--- config.mk ---
export PLATFORM = sky130hd
export DESIGN_NAME = acs_sequencer
export DESIGN_NICKNAME = d
export VERILOG_FILES = /design/src/logic/acs_pkg.sv /design/src/logic/acs_period_if.sv /design/src/logic/acs_period_div.sv /design/src/logic/acs_sequencer.sv
export SDC_FILE = /design/constraint.sdc
export NUM_CORES = 1
export LEC_CHECK = 0
export BUFFER_PORTS_ARGS = -buffer_cell sky130_fd_sc_hd__buf_4
export CAP_MARGIN = 20
export CORE_MARGIN = 4
export CORE_UTILIZATION = 58
export CTS_BUF_LIST = sky130_fd_sc_hd__clkbuf_4 sky130_fd_sc_hd__clkbuf_8 sky130_fd_sc_hd__clkbuf_16
export DETAILED_ROUTE_END_ITERATION = 6
export GPL_TIMING_DRIVEN = 0
export HOLD_SLACK_MARGIN = 0.12
export PLACE_DENSITY_LB_ADDON = 0.3
export SLEW_MARGIN = 0
export SYNTH_ARGS = -nofsm -noshare
export SYNTH_HDL_FRONTEND = slang
export SYNTH_SLANG_ARGS = --single-unit
--- constraint.sdc ---
create_clock -name clk -period 6.5 [get_ports clk]
set_clock_uncertainty 0.05 [all_clocks]
set_input_delay 1.3 -clock clk [delete_from_list [all_inputs] [get_ports clk]]
set_output_delay 1.3 -clock clk [all_outputs]
set_load 0.02 [all_outputs]
--- src/logic/acs_pkg.sv ---
// constants and types for the calibration sequencer
// assumes a single 50 MHz clock domain
package acs_pkg;
    localparam int unsigned CLK_HZ          = 50_000_000;
    localparam int unsigned OSC_PER_MOD_CLK = 1;
    localparam int unsigned NOTCH_MUL       = 512;
    localparam logic [10:0] NOTCH_MIN       = 11'h00A;
    localparam logic [10:0] NOTCH_RESET     = 11'h00A;
    localparam int unsigned COEF_W          = 24;
    localparam logic [23:0] OFFSET_RESET    = 24'h000000;
    localparam logic [23:0] FULLSCALE_RESET = 24'h800000;
    localparam logic [2:0]  WAIT_SETTLE     = 3'h3;
    localparam logic [2:0]  WAIT_SYSTEM     = 3'h4;
    localparam logic [2:0]  WAIT_GAIN_LAST  = 3'h1;

    typedef enum logic [2:0] {
        ACS_MODE_CONVERT   = 3'h0,
        ACS_MODE_SELF      = 3'h1,
        ACS_MODE_SYS_OFS   = 3'h2,
        ACS_MODE_SYS_PFS   = 3'h3,
        ACS_MODE_SYS_NFS   = 3'h4,
        ACS_MODE_SYS_OFS_I = 3'h5,
        ACS_MODE_SYS_GAIN  = 3'h6,
        ACS_MODE_RESERVED  = 3'h7
    } acs_mode_e;

    // analog front-end routing
    typedef enum logic [1:0] {
        ACS_IN_EXTERNAL = 2'h0,
        ACS_IN_SHORTED  = 2'h1,
        ACS_IN_REF_POS  = 2'h2,
        ACS_IN_REF_NEG  = 2'h3
    } acs_route_e;
endpackage : acs_pkg

--- src/logic/acs_period_if.sv ---
// carrier between the sequencer and its conversion period divider
// assumes both ends share clk
`timescale 1ns/1ps
`default_nettype none
interface acs_period_if;
    logic        restart;
    logic [10:0] notch_code;
    logic        period_tick;
    modport seq (output restart, output notch_code, input period_tick);
    modport div (input restart, input notch_code, output period_tick);
endinterface : acs_period_if
`default_nettype wire

--- src/logic/acs_period_div.sv ---
// conversion period divider: one pulse per 512 x notch_code clocks
// assumes clk is the master oscillator
`timescale 1ns/1ps
`default_nettype none
module acs_period_div (
    input  wire logic   clk,
    input  wire logic   rst,
    acs_period_if.div   pif
);
    import acs_pkg::*;

    logic [19:0] cnt_q;
    logic [19:0] limit;
    logic [10:0] code_eff;

    // codes below the usable floor are clamped, keeps the period sane
    assign code_eff = (pif.notch_code < NOTCH_MIN) ? NOTCH_MIN : pif.notch_code;
    assign limit    = 20'(code_eff) * 20'(NOTCH_MUL) - 20'h00001;

    always_ff @(posedge clk) begin
        if (rst || pif.restart) begin
            cnt_q           <= 20'h00000;
            pif.period_tick <= 1'b0;
        end else if (cnt_q >= limit) begin
            cnt_q           <= 20'h00000;
            pif.period_tick <= 1'b1;
        end else begin
            cnt_q           <= cnt_q + 20'h00001;
            pif.period_tick <= 1'b0;
        end
    end
endmodule : acs_period_div
`default_nettype wire

--- src/logic/acs_sequencer.sv ---
// operating mode and calibration sequencer of a sigma-delta converter
// assumes mode and notch code come from a register port on clk;
// filter result arrives as a same-clock word
`timescale 1ns/1ps
`default_nettype none

module acs_sequencer (
    input  wire logic                 clk,
    input  wire logic                 rst,
    input  wire acs_pkg::acs_mode_e   op_mode_select,
    input  wire logic [10:0]          notch_code,
    input  wire logic [23:0]          filter_result,
    input  wire logic                 ofs_wr,
    input  wire logic                 pfs_wr,
    input  wire logic                 nfs_wr,
    input  wire logic [23:0]          coef_wdata,
    output logic [23:0]               offset_coef,
    output logic [23:0]               pos_fs_coef,
    output logic [23:0]               neg_fs_coef,
    output logic [23:0]               data_out,
    output acs_pkg::acs_route_e       input_route,
    output logic                      input_invert,
    output logic                      result_valid_n
);
    import acs_pkg::*;

    typedef enum logic [5:0] {
        ST_IDLE  = 6'b000001,
        ST_OFS   = 6'b000010,
        ST_PFS   = 6'b000100,
        ST_NFS   = 6'b001000,
        ST_FINAL = 6'b010000,
        ST_DONE  = 6'b100000
    } acs_state_e;

    acs_period_if pif ();

    acs_period_div u_div (
        .clk (clk),
        .rst (rst),
        .pif (pif)
    );

    acs_mode_e   mode_q;
    acs_state_e  state_q;
    logic [2:0]  per_q;
    logic        mode_chg;
    logic        phase_end;
    logic [2:0]  wait_len;

    // length of the phase that is running, counted in periods
    function automatic logic [2:0] acs_phase_len(input acs_mode_e m, input acs_state_e s);
        logic [2:0] len;
        len = WAIT_SETTLE;
        case (m)
            ACS_MODE_SYS_OFS, ACS_MODE_SYS_PFS, ACS_MODE_SYS_NFS: begin
                len = WAIT_SYSTEM;
            end
            ACS_MODE_SYS_OFS_I: begin
                len = (s == ST_OFS) ? WAIT_SYSTEM : WAIT_SETTLE;
            end
            ACS_MODE_SYS_GAIN: begin
                len = (s == ST_FINAL) ? WAIT_GAIN_LAST : WAIT_SETTLE;
            end
            default: begin
                len = WAIT_SETTLE;
            end
        endcase
        return len;
    endfunction : acs_phase_len

    // first phase entered for each mode
    function automatic acs_state_e acs_first(input acs_mode_e m);
        acs_state_e s;
        s = ST_FINAL;
        case (m)
            ACS_MODE_CONVERT:   s = ST_FINAL;
            ACS_MODE_SELF:      s = ST_OFS;
            ACS_MODE_SYS_OFS:   s = ST_OFS;
            ACS_MODE_SYS_PFS:   s = ST_PFS;
            ACS_MODE_SYS_NFS:   s = ST_NFS;
            ACS_MODE_SYS_OFS_I: s = ST_OFS;
            ACS_MODE_SYS_GAIN:  s = ST_NFS;
            // reserved code is not trapped; it behaves as conversion
            default:            s = ST_FINAL;
        endcase
        return s;
    endfunction : acs_first

    assign mode_chg       = (op_mode_select != mode_q);
    assign wait_len       = acs_phase_len(mode_q, state_q);
    assign phase_end      = pif.period_tick && (per_q + 3'h1 == wait_len);
    assign pif.restart    = mode_chg;
    assign pif.notch_code = notch_code;

    always_ff @(posedge clk) begin
        if (rst) begin
            mode_q <= ACS_MODE_CONVERT;
        end else begin
            mode_q <= op_mode_select;
        end
    end

    always_ff @(posedge clk) begin
        if (rst) begin
            state_q <= ST_FINAL;
            per_q   <= 3'h0;
        end else if (mode_chg) begin
            state_q <= acs_first(op_mode_select);
            per_q   <= 3'h0;
        end else if (state_q != ST_DONE && pif.period_tick) begin
            per_q <= phase_end ? 3'h0 : per_q + 3'h1;
            if (phase_end) begin
                case (state_q)
                    ST_OFS: begin
                        state_q <= (mode_q == ACS_MODE_SYS_OFS) ? ST_DONE : ST_PFS;
                    end
                    ST_PFS: begin
                        if (mode_q == ACS_MODE_SYS_PFS) begin
                            state_q <= ST_DONE;
                        end else if (mode_q == ACS_MODE_SYS_GAIN) begin
                            state_q <= ST_FINAL;
                        end else begin
                            state_q <= ST_NFS;
                        end
                    end
                    ST_NFS: begin
                        if (mode_q == ACS_MODE_SYS_NFS) begin
                            state_q <= ST_DONE;
                        end else if (mode_q == ACS_MODE_SYS_GAIN) begin
                            state_q <= ST_PFS;
                        end else begin
                            state_q <= ST_FINAL;
                        end
                    end
                    ST_FINAL: state_q <= ST_DONE;
                    default:  state_q <= state_q;
                endcase
            end
        end
    end

    // analog routing per phase; system modes keep the external input, except ACS_MODE_SYS_OFS_I in its pos and neg reference phases
    always_ff @(posedge clk) begin
        if (rst) begin
            input_route  <= ACS_IN_EXTERNAL;
            input_invert <= 1'b0;
        end else begin
            input_route  <= ACS_IN_EXTERNAL;
            input_invert <= 1'b0;
            if (mode_q == ACS_MODE_SELF && state_q == ST_OFS) begin
                input_route <= ACS_IN_SHORTED;
            end else if ((mode_q == ACS_MODE_SELF || mode_q == ACS_MODE_SYS_OFS_I)
                         && state_q == ST_PFS) begin
                input_route <= ACS_IN_REF_POS;
            end else if ((mode_q == ACS_MODE_SELF || mode_q == ACS_MODE_SYS_OFS_I)
                         && state_q == ST_NFS) begin
                input_route <= ACS_IN_REF_NEG;
            end else if (mode_q == ACS_MODE_SYS_GAIN && state_q == ST_PFS) begin
                input_invert <= 1'b1;
            end
        end
    end

    // coefficient store; phase end wins over a host write the same cycle
    always_ff @(posedge clk) begin
        if (rst) begin
            offset_coef <= OFFSET_RESET;
            pos_fs_coef <= FULLSCALE_RESET;
            neg_fs_coef <= FULLSCALE_RESET;
        end else begin
            if (phase_end && !mode_chg && state_q == ST_OFS) begin
                offset_coef <= filter_result;
            end else if (ofs_wr) begin
                offset_coef <= coef_wdata;
            end
            if (phase_end && !mode_chg && state_q == ST_PFS) begin
                pos_fs_coef <= filter_result;
            end else if (pfs_wr) begin
                pos_fs_coef <= coef_wdata;
            end
            if (phase_end && !mode_chg && state_q == ST_NFS) begin
                neg_fs_coef <= filter_result;
            end else if (nfs_wr) begin
                neg_fs_coef <= coef_wdata;
            end
        end
    end

    // result is captured each period once the mode has settled; in
    // conversion no coefficient is touched, correction happens downstream
    always_ff @(posedge clk) begin
        if (rst) begin
            data_out <= 24'h000000;
        end else if (pif.period_tick && !mode_chg
                     && (state_q == ST_DONE || phase_end)) begin
            data_out <= filter_result;
        end
    end

    // ready goes low for one period tick cycle per new result
    always_ff @(posedge clk) begin
        if (rst || mode_chg) begin
            result_valid_n <= 1'b1;
        end else if (pif.period_tick && (state_q == ST_DONE
                     || (phase_end && (state_q == ST_FINAL
                     || mode_q == ACS_MODE_SYS_OFS || mode_q == ACS_MODE_SYS_PFS
                     || mode_q == ACS_MODE_SYS_NFS)))) begin
            result_valid_n <= 1'b0;
        end else begin
            result_valid_n <= 1'b1;
        end
    end
endmodule : acs_sequencer
`default_nettype wire

# Word level (Yosys, flattened, before mapping)
# Cells that the tools add are included.
# W data, S select, Z words.
# op_classes
div_mod_pow	0
add_sub_neg	3
mul	0
shift	0
n_mux	27
reduce_logical	36
eq_ne	20
n_bitwise	0
n_lt_le_gt_ge	2
# ops
op	n
$mux W24	6
$mux W6	6
$pmux W6 S4	1
$add A20 B1 Y20 const B	1
$ge A20 B20 Y1	1
$sub A20 B1 Y20 const B	1
$eq A3 B3 Y1 const B	6
$pmux W5 S3	1
$logic_and A1 B1 Y1	14
$eq A3 B2 Y1 const B	4
$lt A11 B4 Y1 const B	1
$mux W11	1
$mux W5	2
$reduce_bool A2 Y1	5
$pmux W3 S3	1
$reduce_or A2 Y1	4
$logic_or A1 B1 Y1	7
$eq A3 B1 Y1 const B	2
$eq A6 B2 Y1 const B	1
$eq A6 B3 Y1 const B	1
$eq A6 B4 Y1 const B	1
$eq A6 B5 Y1 const B	1
$eq A6 B6 Y1 const B	1
$mux W2	3
other kinds (11)	16
# word_totals
ram_bits	0
rom_bits	0
inputBits	67
latch_bits	0
word_cells	101
mem_count	0
ff_bits	133

# Longest topological paths before layout
# Gate-level depths: netlist (run 1).
# logic_depth
word_depth	9
mapped_depth	13
depth_no_buf	12

# Hierarchy
# Synthesis (run 1) repeated with hierarchy kept, for this count alone.
# hier_totals
cells_unflattened	710
hier_area_um2	6854.1
# modules_own_cells
module	cells_per_inst	area_each_um2	seq_area_each_um2	n_inst
acs_sequencer	554	5515.3	2222.1	1
acs_period_div	156	1338.8	420.4	1

# Worst setup path before layout (run 1)
# Ideal clock, no wire load.
# synth_path
kind	input to register
startpoint	in notch_code[1]
endpoint	reg u_div.cnt_q[10]
stages	12
setup_slack_ns	2.653
t_arrival_ns	3.670
t_required_ns	6.322
cell_sequence	nor3_1 -> nand2b_1 -> nor4_1 -> nand2b_1 -> xor2_1 -> ha_1 -> nand4_1 -> a211o_1 -> o2111a_1 -> nand2_1 -> clkbuf_1 -> nor2_1
# synth_via
elab_chain_cells	5
# synth_lines
element	line	source
start, declared	acs_sequencer.sv:11	input wire logic [10:0] notch_code,
$lt A11 B4 Y1	acs_period_div.sv:17	assign code_eff = (pif.notch_code < NOTCH_MIN) ? NOTCH_MIN : pif.notch_code;
$mux W11 *	acs_period_div.sv:17	
$sub A20 B1 Y20 *	acs_period_div.sv:18	assign limit = 20'(code_eff) * 20'(NOTCH_MUL) - 20'h00001;
$ge A20 B20 Y1 *	acs_period_div.sv:24	end else if (cnt_q >= limit) begin
$reduce_or A2 Y1 (no source line) *	-	
end signal, assigned	acs_period_div.sv:28	cnt_q <= cnt_q + 20'h00001;
end, declared	acs_period_div.sv:12	logic [19:0] cnt_q;
# Every way passes the cells marked *; elsewhere a longest branch is shown, timed or not.
# A chain may end at the register's enable or synchronous reset.

# Worst setup path in the final report (run 1)
# layout_path
startpoint	in notch_code[1]
endpoint	reg u_div.cnt_q[14]
# The elaborated chain is that of the path after synthesis.

==> results.ini, run 1 <==
[die]
ios = 167
dieArea_um2 = 13000
core_area_um2 = 10900
start_util = 0.597
die_w_um = 114
dieHeight_um = 114
fp-row-count = 38

[cts]
numCtsBuffers = 17
clk_latency_ps = 420
root_buffer = clkbuf_16
cts_buffer_depth = 2
cts_setup_buffers = 0
hold_buffers = 0
tritoncts = built
postCtsResizedCells = 0
cts.sinks = 132
cts.htree.levels = 4
clk_pin_slew_worst_paths_ps = 50

[worst_setup_path]
r2r_start = mode_q[1]
r2r_cells = 8
cp.arrival_ps = 4380
timing.rr.end = offset_coef[11]
required_ps = 6740
rrSetupSlack_ps = 3630
startpoint = notch_code[1]
endpoint_kind = flip-flop
cp-endpoint = u_div.cnt_q[14]
crit_fanout = 10
crit_path_start_kind = input pin
critical_path_class = in2reg

[global_routing]
grt-ovfl-total = 0
antenna_found_initial = 0
grt_util_all_layers = 0.333
grt_max_degree = 17
grt_pass1_vias = 6747
grt_pass1_wl_um = 34300

[sta]
fin_setup_tns_ps = 0
tightest_slew_ps = 904
min_period_ps = 4150
maxSlewViolCount = 0
worst_slew_margin_rel = 0.398
hold_viol = 0
finalCritPeriodShare = 0.638
finalSetupViolations = 0
rsz0062_at_grt = no
fmax_ghz = 0.241
worst_slack_ps = 2350

[drt]
avgViaCountPerCell = 6.34
drtIter0Drc = 646
ant_nets = 0
drcViolationCount = 0
wl_um = 21500
num_vias = 6801
first_pass_iters = 7
wl_per_cell_um = 20.0

[placed_design]
io_buffers = 161
pre_cts_ws_ps = 1940
place.gp.congestion = 0.876
place_hpwl_um = 15300

[yosys]
yosysWarnings = 0
ys_ff_latch = 132
async_flop_share = 0
seq_area_frac_synth = 0.405
syn-num-nets = 819
synth.top_cells.by_count = dfxtp_1, nor2_1, mux2i_1, nand2_1, a211oi_1
syn_inst = 739
synth_flop_cell = dfxtp_1
synth.area.top_cells = dfxtp_1, mux2i_1, a211oi_1
synth_top_area_frac = 0.405
synth_edf_count = 0
synth.most_common_cell = dfxtp_1
netlist-cell-type-count = 47
yosysTopAreaCell = dfxtp_1
syn_area_um2 = 6530
avgSynthCellArea_um2 = 8.83

[run_status]
outcome = finished, final reports clean

[power_and_ir_drop]
p_leak_uw = 0.00354
ir_worst_vdd_v = 0.000230
p_per_area_nw_per_um2 = 252

[layout]
diodes = 0
fin_nets = 999
multi_input_area_um2 = 3620
ff_latch_area_um2 = 2640
nFillCells = 768
area_delta_synth_final_pct = 30.6
final_core_util = 0.780
final_layout_size_suffix_gt1_frac = 0.252

[min_path]
holdCritPathClass = reg2reg

[job]
drv_cap = 0

-- metrics by stage --
stage / cell area (um2) / total power [uW] / hold WS [ps] / cells
6_report: 8530 / 2150 / 394 / 1072
3_5_place_dp: 7910 / 1160 / 370 / 1040
2_1_floorplan: 6530 / 1030 / 339 / 739
5_1_grt: 8530 / 2200 / 415 / 1072
3_3_place_gp: 7910 / 1150 / 373 / 1040
4_1_cts: 8530 / 2140 / 396 / 1072
-- placed cells by master (no fill, tap or decap), drive strengths merged, types with 2 or more instances in the layout --
master    Yosys  routed
buf          16     177
dfxtp       132     132
nor2         81      81
mux2i        75      75
nand2        70      70
clkbuf       44      64
a211oi       52      52
nor3         29      29
nor4         26      26
mux2         25      25
a31oi        25      25
nand3        18      18
o21ai        16      16
a21oi        16      16
xnor2        13      13
ha           13      13
xor2         12      12
and3         10      10
or3           7       7
and2          7       7
nor2b         7       7
nand4         6       6
clkinv        1       6
nand2b        5       5
a211o         5       5
inv           4       5
a21o          4       4
nand4b        3       3
bufinv        0       3
clkinvlp      0       3
nor3b         2       2
nand3b        2       2
o311ai        2       2
-- layer usage --
layer	part of all wire	vias to the layer above	track usage
li1	-	3030	-
met1	0.37	3233	0.392
met2	0.49	431	0.558
met3	0.10	107	0.0957
met4	0.044	0	0.162
met5	0	-	0
-- critical path: stages --
cell and delay (ps):
buf_4 120, nor3_1 290, nand2b_1 200, nor4_1 450, nand2b_1 160, xor2_1 170
ha_1 290, nand4_1 120, a211o_1 250, o2111a_1 190, nand2_1 310, clkbuf_1 420
nor2_1 120
-- report_power, final --
group	internal, uW	switching, uW
Sequential	840	22.9
Clock	627	372
Combinational	122	163
Total	1590	558
-- kinds of logic (layout without fill, tap and decap cells) --
logic type / Yosys count / after routing / synth area share
AO/OA/AOI/OAI: 127 / 127 / 0.135
XOR/XNOR: 25 / 25 / 0.0335
buffers and inverters: 65 / 258 / 0.0412
flip-flops: 132 / 132 / 0.405
AND/OR/NAND/NOR: 277 / 277 / 0.203
adder cells (fa/ha/maj): 13 / 13 / 0.0249
multiplexers: 100 / 100 / 0.158
-- worst min-delay path by stage --
stage	end	cells after the start	slack [ps]	startpoint
after floorplan	result_valid_n	1	340	u_div.pif.period_tick
after global placement	result_valid_n	1	370	u_div.pif.period_tick
after detailed placement	result_valid_n	1	370	u_div.pif.period_tick
after CTS	result_valid_n	1	400	u_div.pif.period_tick
after global routing	result_valid_n	1	410	u_div.pif.period_tick
final	result_valid_n	1	390	u_div.pif.period_tick
-- layout make-up --
class                           count  area share
Buffer                             60      0.0293
Sequential cell                   132       0.310
Clock inverter                     12      0.0180
Timing Repair Buffer              161       0.142
Tap cell                          140      0.0205
Inverter                            5     0.00220
Multi-Input combinational cell    542       0.424
Clock buffer                       20      0.0540
-- state kept, by name, indices dropped and copies added, names as in the netlist, 2 cells and up --
name and cells:
data_out 24, neg_fs_coef 24, offset_coef 24, pos_fs_coef 24, u_div.cnt_q 20, state_q 5, mode_q 3, per_q 3
input_route 2
(Power assumes the default switching activity.)
==> inputs of run 2 (changes only) <==
--- a/config.mk
+++ b/config.mk
@@ -8,7 +8,7 @@
 export BUFFER_PORTS_ARGS = -buffer_cell sky130_fd_sc_hd__buf_4
 export CAP_MARGIN = 20
 export CORE_MARGIN = 4
-export CORE_UTILIZATION = 58
+export CORE_UTILIZATION = 53
 export CTS_BUF_LIST = sky130_fd_sc_hd__clkbuf_4 sky130_fd_sc_hd__clkbuf_8 sky130_fd_sc_hd__clkbuf_16
 export DETAILED_ROUTE_END_ITERATION = 6
 export GPL_TIMING_DRIVEN = 0
==> constraint.sdc (replaced) <==
create_clock -name clk -period 4.1 [get_ports clk]
set_clock_uncertainty 0.05 [all_clocks]
set_input_delay 0.82 -clock clk [delete_from_list [all_inputs] [get_ports clk]]
set_output_delay 0.82 -clock clk [all_outputs]
set_load 0.02 [all_outputs]
==> results.ini, run 2 (synthesis results as in run 1) <==
[sta]
finalSetupViolations = 0
worst_slew_margin_rel = 0.392
rsz0062_at_grt = no
tightest_slew_ps = 913
maxSlewViolCount = 0
fin_setup_tns_ps = 0
fmax_ghz = 0.281
min_period_ps = 3560
hold_viol = 0
finalCritPeriodShare = 0.869

[job]
drv_cap = 0

[power_and_ir_drop]
fin_total_pwr_uw = 3380
p_per_area_nw_per_um2 = 397
ir_worst_vdd_v = 0.000271
p_leak_uw = 0.00355

[drt]
avgViaCountPerCell = 5.86
drtIter0Drc = 479
drcViolationCount = 0
wl_um = 20200
wl_per_cell_um = 18.7
ant_nets = 0
first_pass_iters = 5
num_vias = 6307

[die]
die_w_um = 119
core_area_um2 = 12000
fp-row-count = 40
start_util = 0.544
dieArea_um2 = 14200
ios = 167
dieHeight_um = 119

[cts]
cts.htree.levels = 4
tritoncts = built
cts.sinks = 132
hold_buffers = 0
numCtsBuffers = 17
clk_latency_ps = 430
root_buffer = clkbuf_16
cts_buffer_depth = 2
clk_pin_slew_worst_paths_ps = 60
cts_setup_buffers = 0
postCtsResizedCells = 0

[layout]
stdcell_count = 1077
diodes = 0
ff_latch_area_um2 = 2640
layout_common_cells = buf_4, dfxtp_1, nor2_1
final_layout_size_suffix_gt1_frac = 0.251
final_common_cell = buf_4
fin_nets = 999
nFillCells = 955
multi_input_area_um2 = 3620
area_delta_synth_final_pct = 30.6

[worst_setup_path]
critical_path_class = in2reg
crit_path_start_kind = input pin
crit_fanout = 10
r2r_start = mode_q[1]
endpoint_kind = flip-flop
cp_common_cell = nand2_1
rrSetupSlack_ps = 1260
path_cells = buf_4, nor4_1, nand2_1, o21ai_0, a2bb2oi_1, ha_1, and3_1, nand4_1, a211o_1, o2111a_1, nand2_1, clkbuf_1, nor2_1
cp.arrival_ps = 3800
slowest_delay_ps = 550
crit_path_top_delay_cell = nor4_1
startpoint = notch_code[9]
required_ps = 4340

[placed_design]
dp_cells = 1047
io_buffers = 161
place.gp.congestion = 0.942
place_hpwl_um = 14500

[global_routing]
grt_pass1_vias = 6147
antenna_found_initial = 0
grt-ovfl-total = 0
grt_max_degree = 17
grt_util_all_layers = 0.282
grt_pass1_wl_um = 31900

[min_path]
holdCritPathClass = reg2reg
hold_path.startpoint = data_out[15]

[run_status]
outcome = finished, final reports clean

==> run 2: area by class of cell <==
class | count | share of cell area
Multi-Input combinational cell | 542 | 0.424
Sequential cell | 132 | 0.310
Timing Repair Buffer | 161 | 0.142
Clock buffer | 23 | 0.0566
Buffer | 60 | 0.0293
Tap cell | 147 | 0.0216
Clock inverter | 7 | 0.0145
Inverter | 5 | 0.00220
==> run 2: through the flow <==
step | hold WS [ps] | cell area, um2 | worst slack (ps) | utilization
2_1_floorplan | 339 | 6530 | 733 | -
3_3_place_gp | 395 | 7920 | 152 | 0.659
3_5_place_dp | 397 | 7920 | 136 | 0.659
4_1_cts | 411 | 8530 | 538 | 0.710
5_1_grt | 430 | 8530 | 242 | 0.710
6_report | 410 | 8530 | 537 | 0.710
==> run 2: path summary, 6_finish.rpt <==
kind / cells after the start / endpoint
min: 2 / data_out[15]
max reg2reg: 8 / offset_coef[18]
max: 13 / u_div.cnt_q[14]
min reg2reg: 2 / data_out[15]
==> run 2: power breakdown <==
| group | total (uW) | switching, uW | leakage (uW) | internal [uW] |
|---|---|---|---|---|
| clock network | 1570 | 561 | 0.000298 | 1010 |
| logic | 449 | 256 | 0.00217 | 193 |
| registers | 1360 | 30.4 | 0.00108 | 1330 |
| total | 3380 | 848 | 0.00355 | 2540 |
==> run 2: critical path: cells and delay by family <==
family	cells	cell delay, ps
AO/OA/AOI/OAI	4	840
AND/OR/NAND/NOR	6	1450
buffers and inverters	2	530
adder cells (fa/ha/maj)	1	150
==> run 2: per-layer routing <==
metal | vias to the layer above | wire length (um) | GRT usage
li1 | 3041 | - | -
met1 | 2910 | 8370 | 0.355
met2 | 311 | 9370 | 0.440
met3 | 45 | 1940 | 0.0935
met4 | 0 | 494 | 0.124
met5 | - | 0 | 0
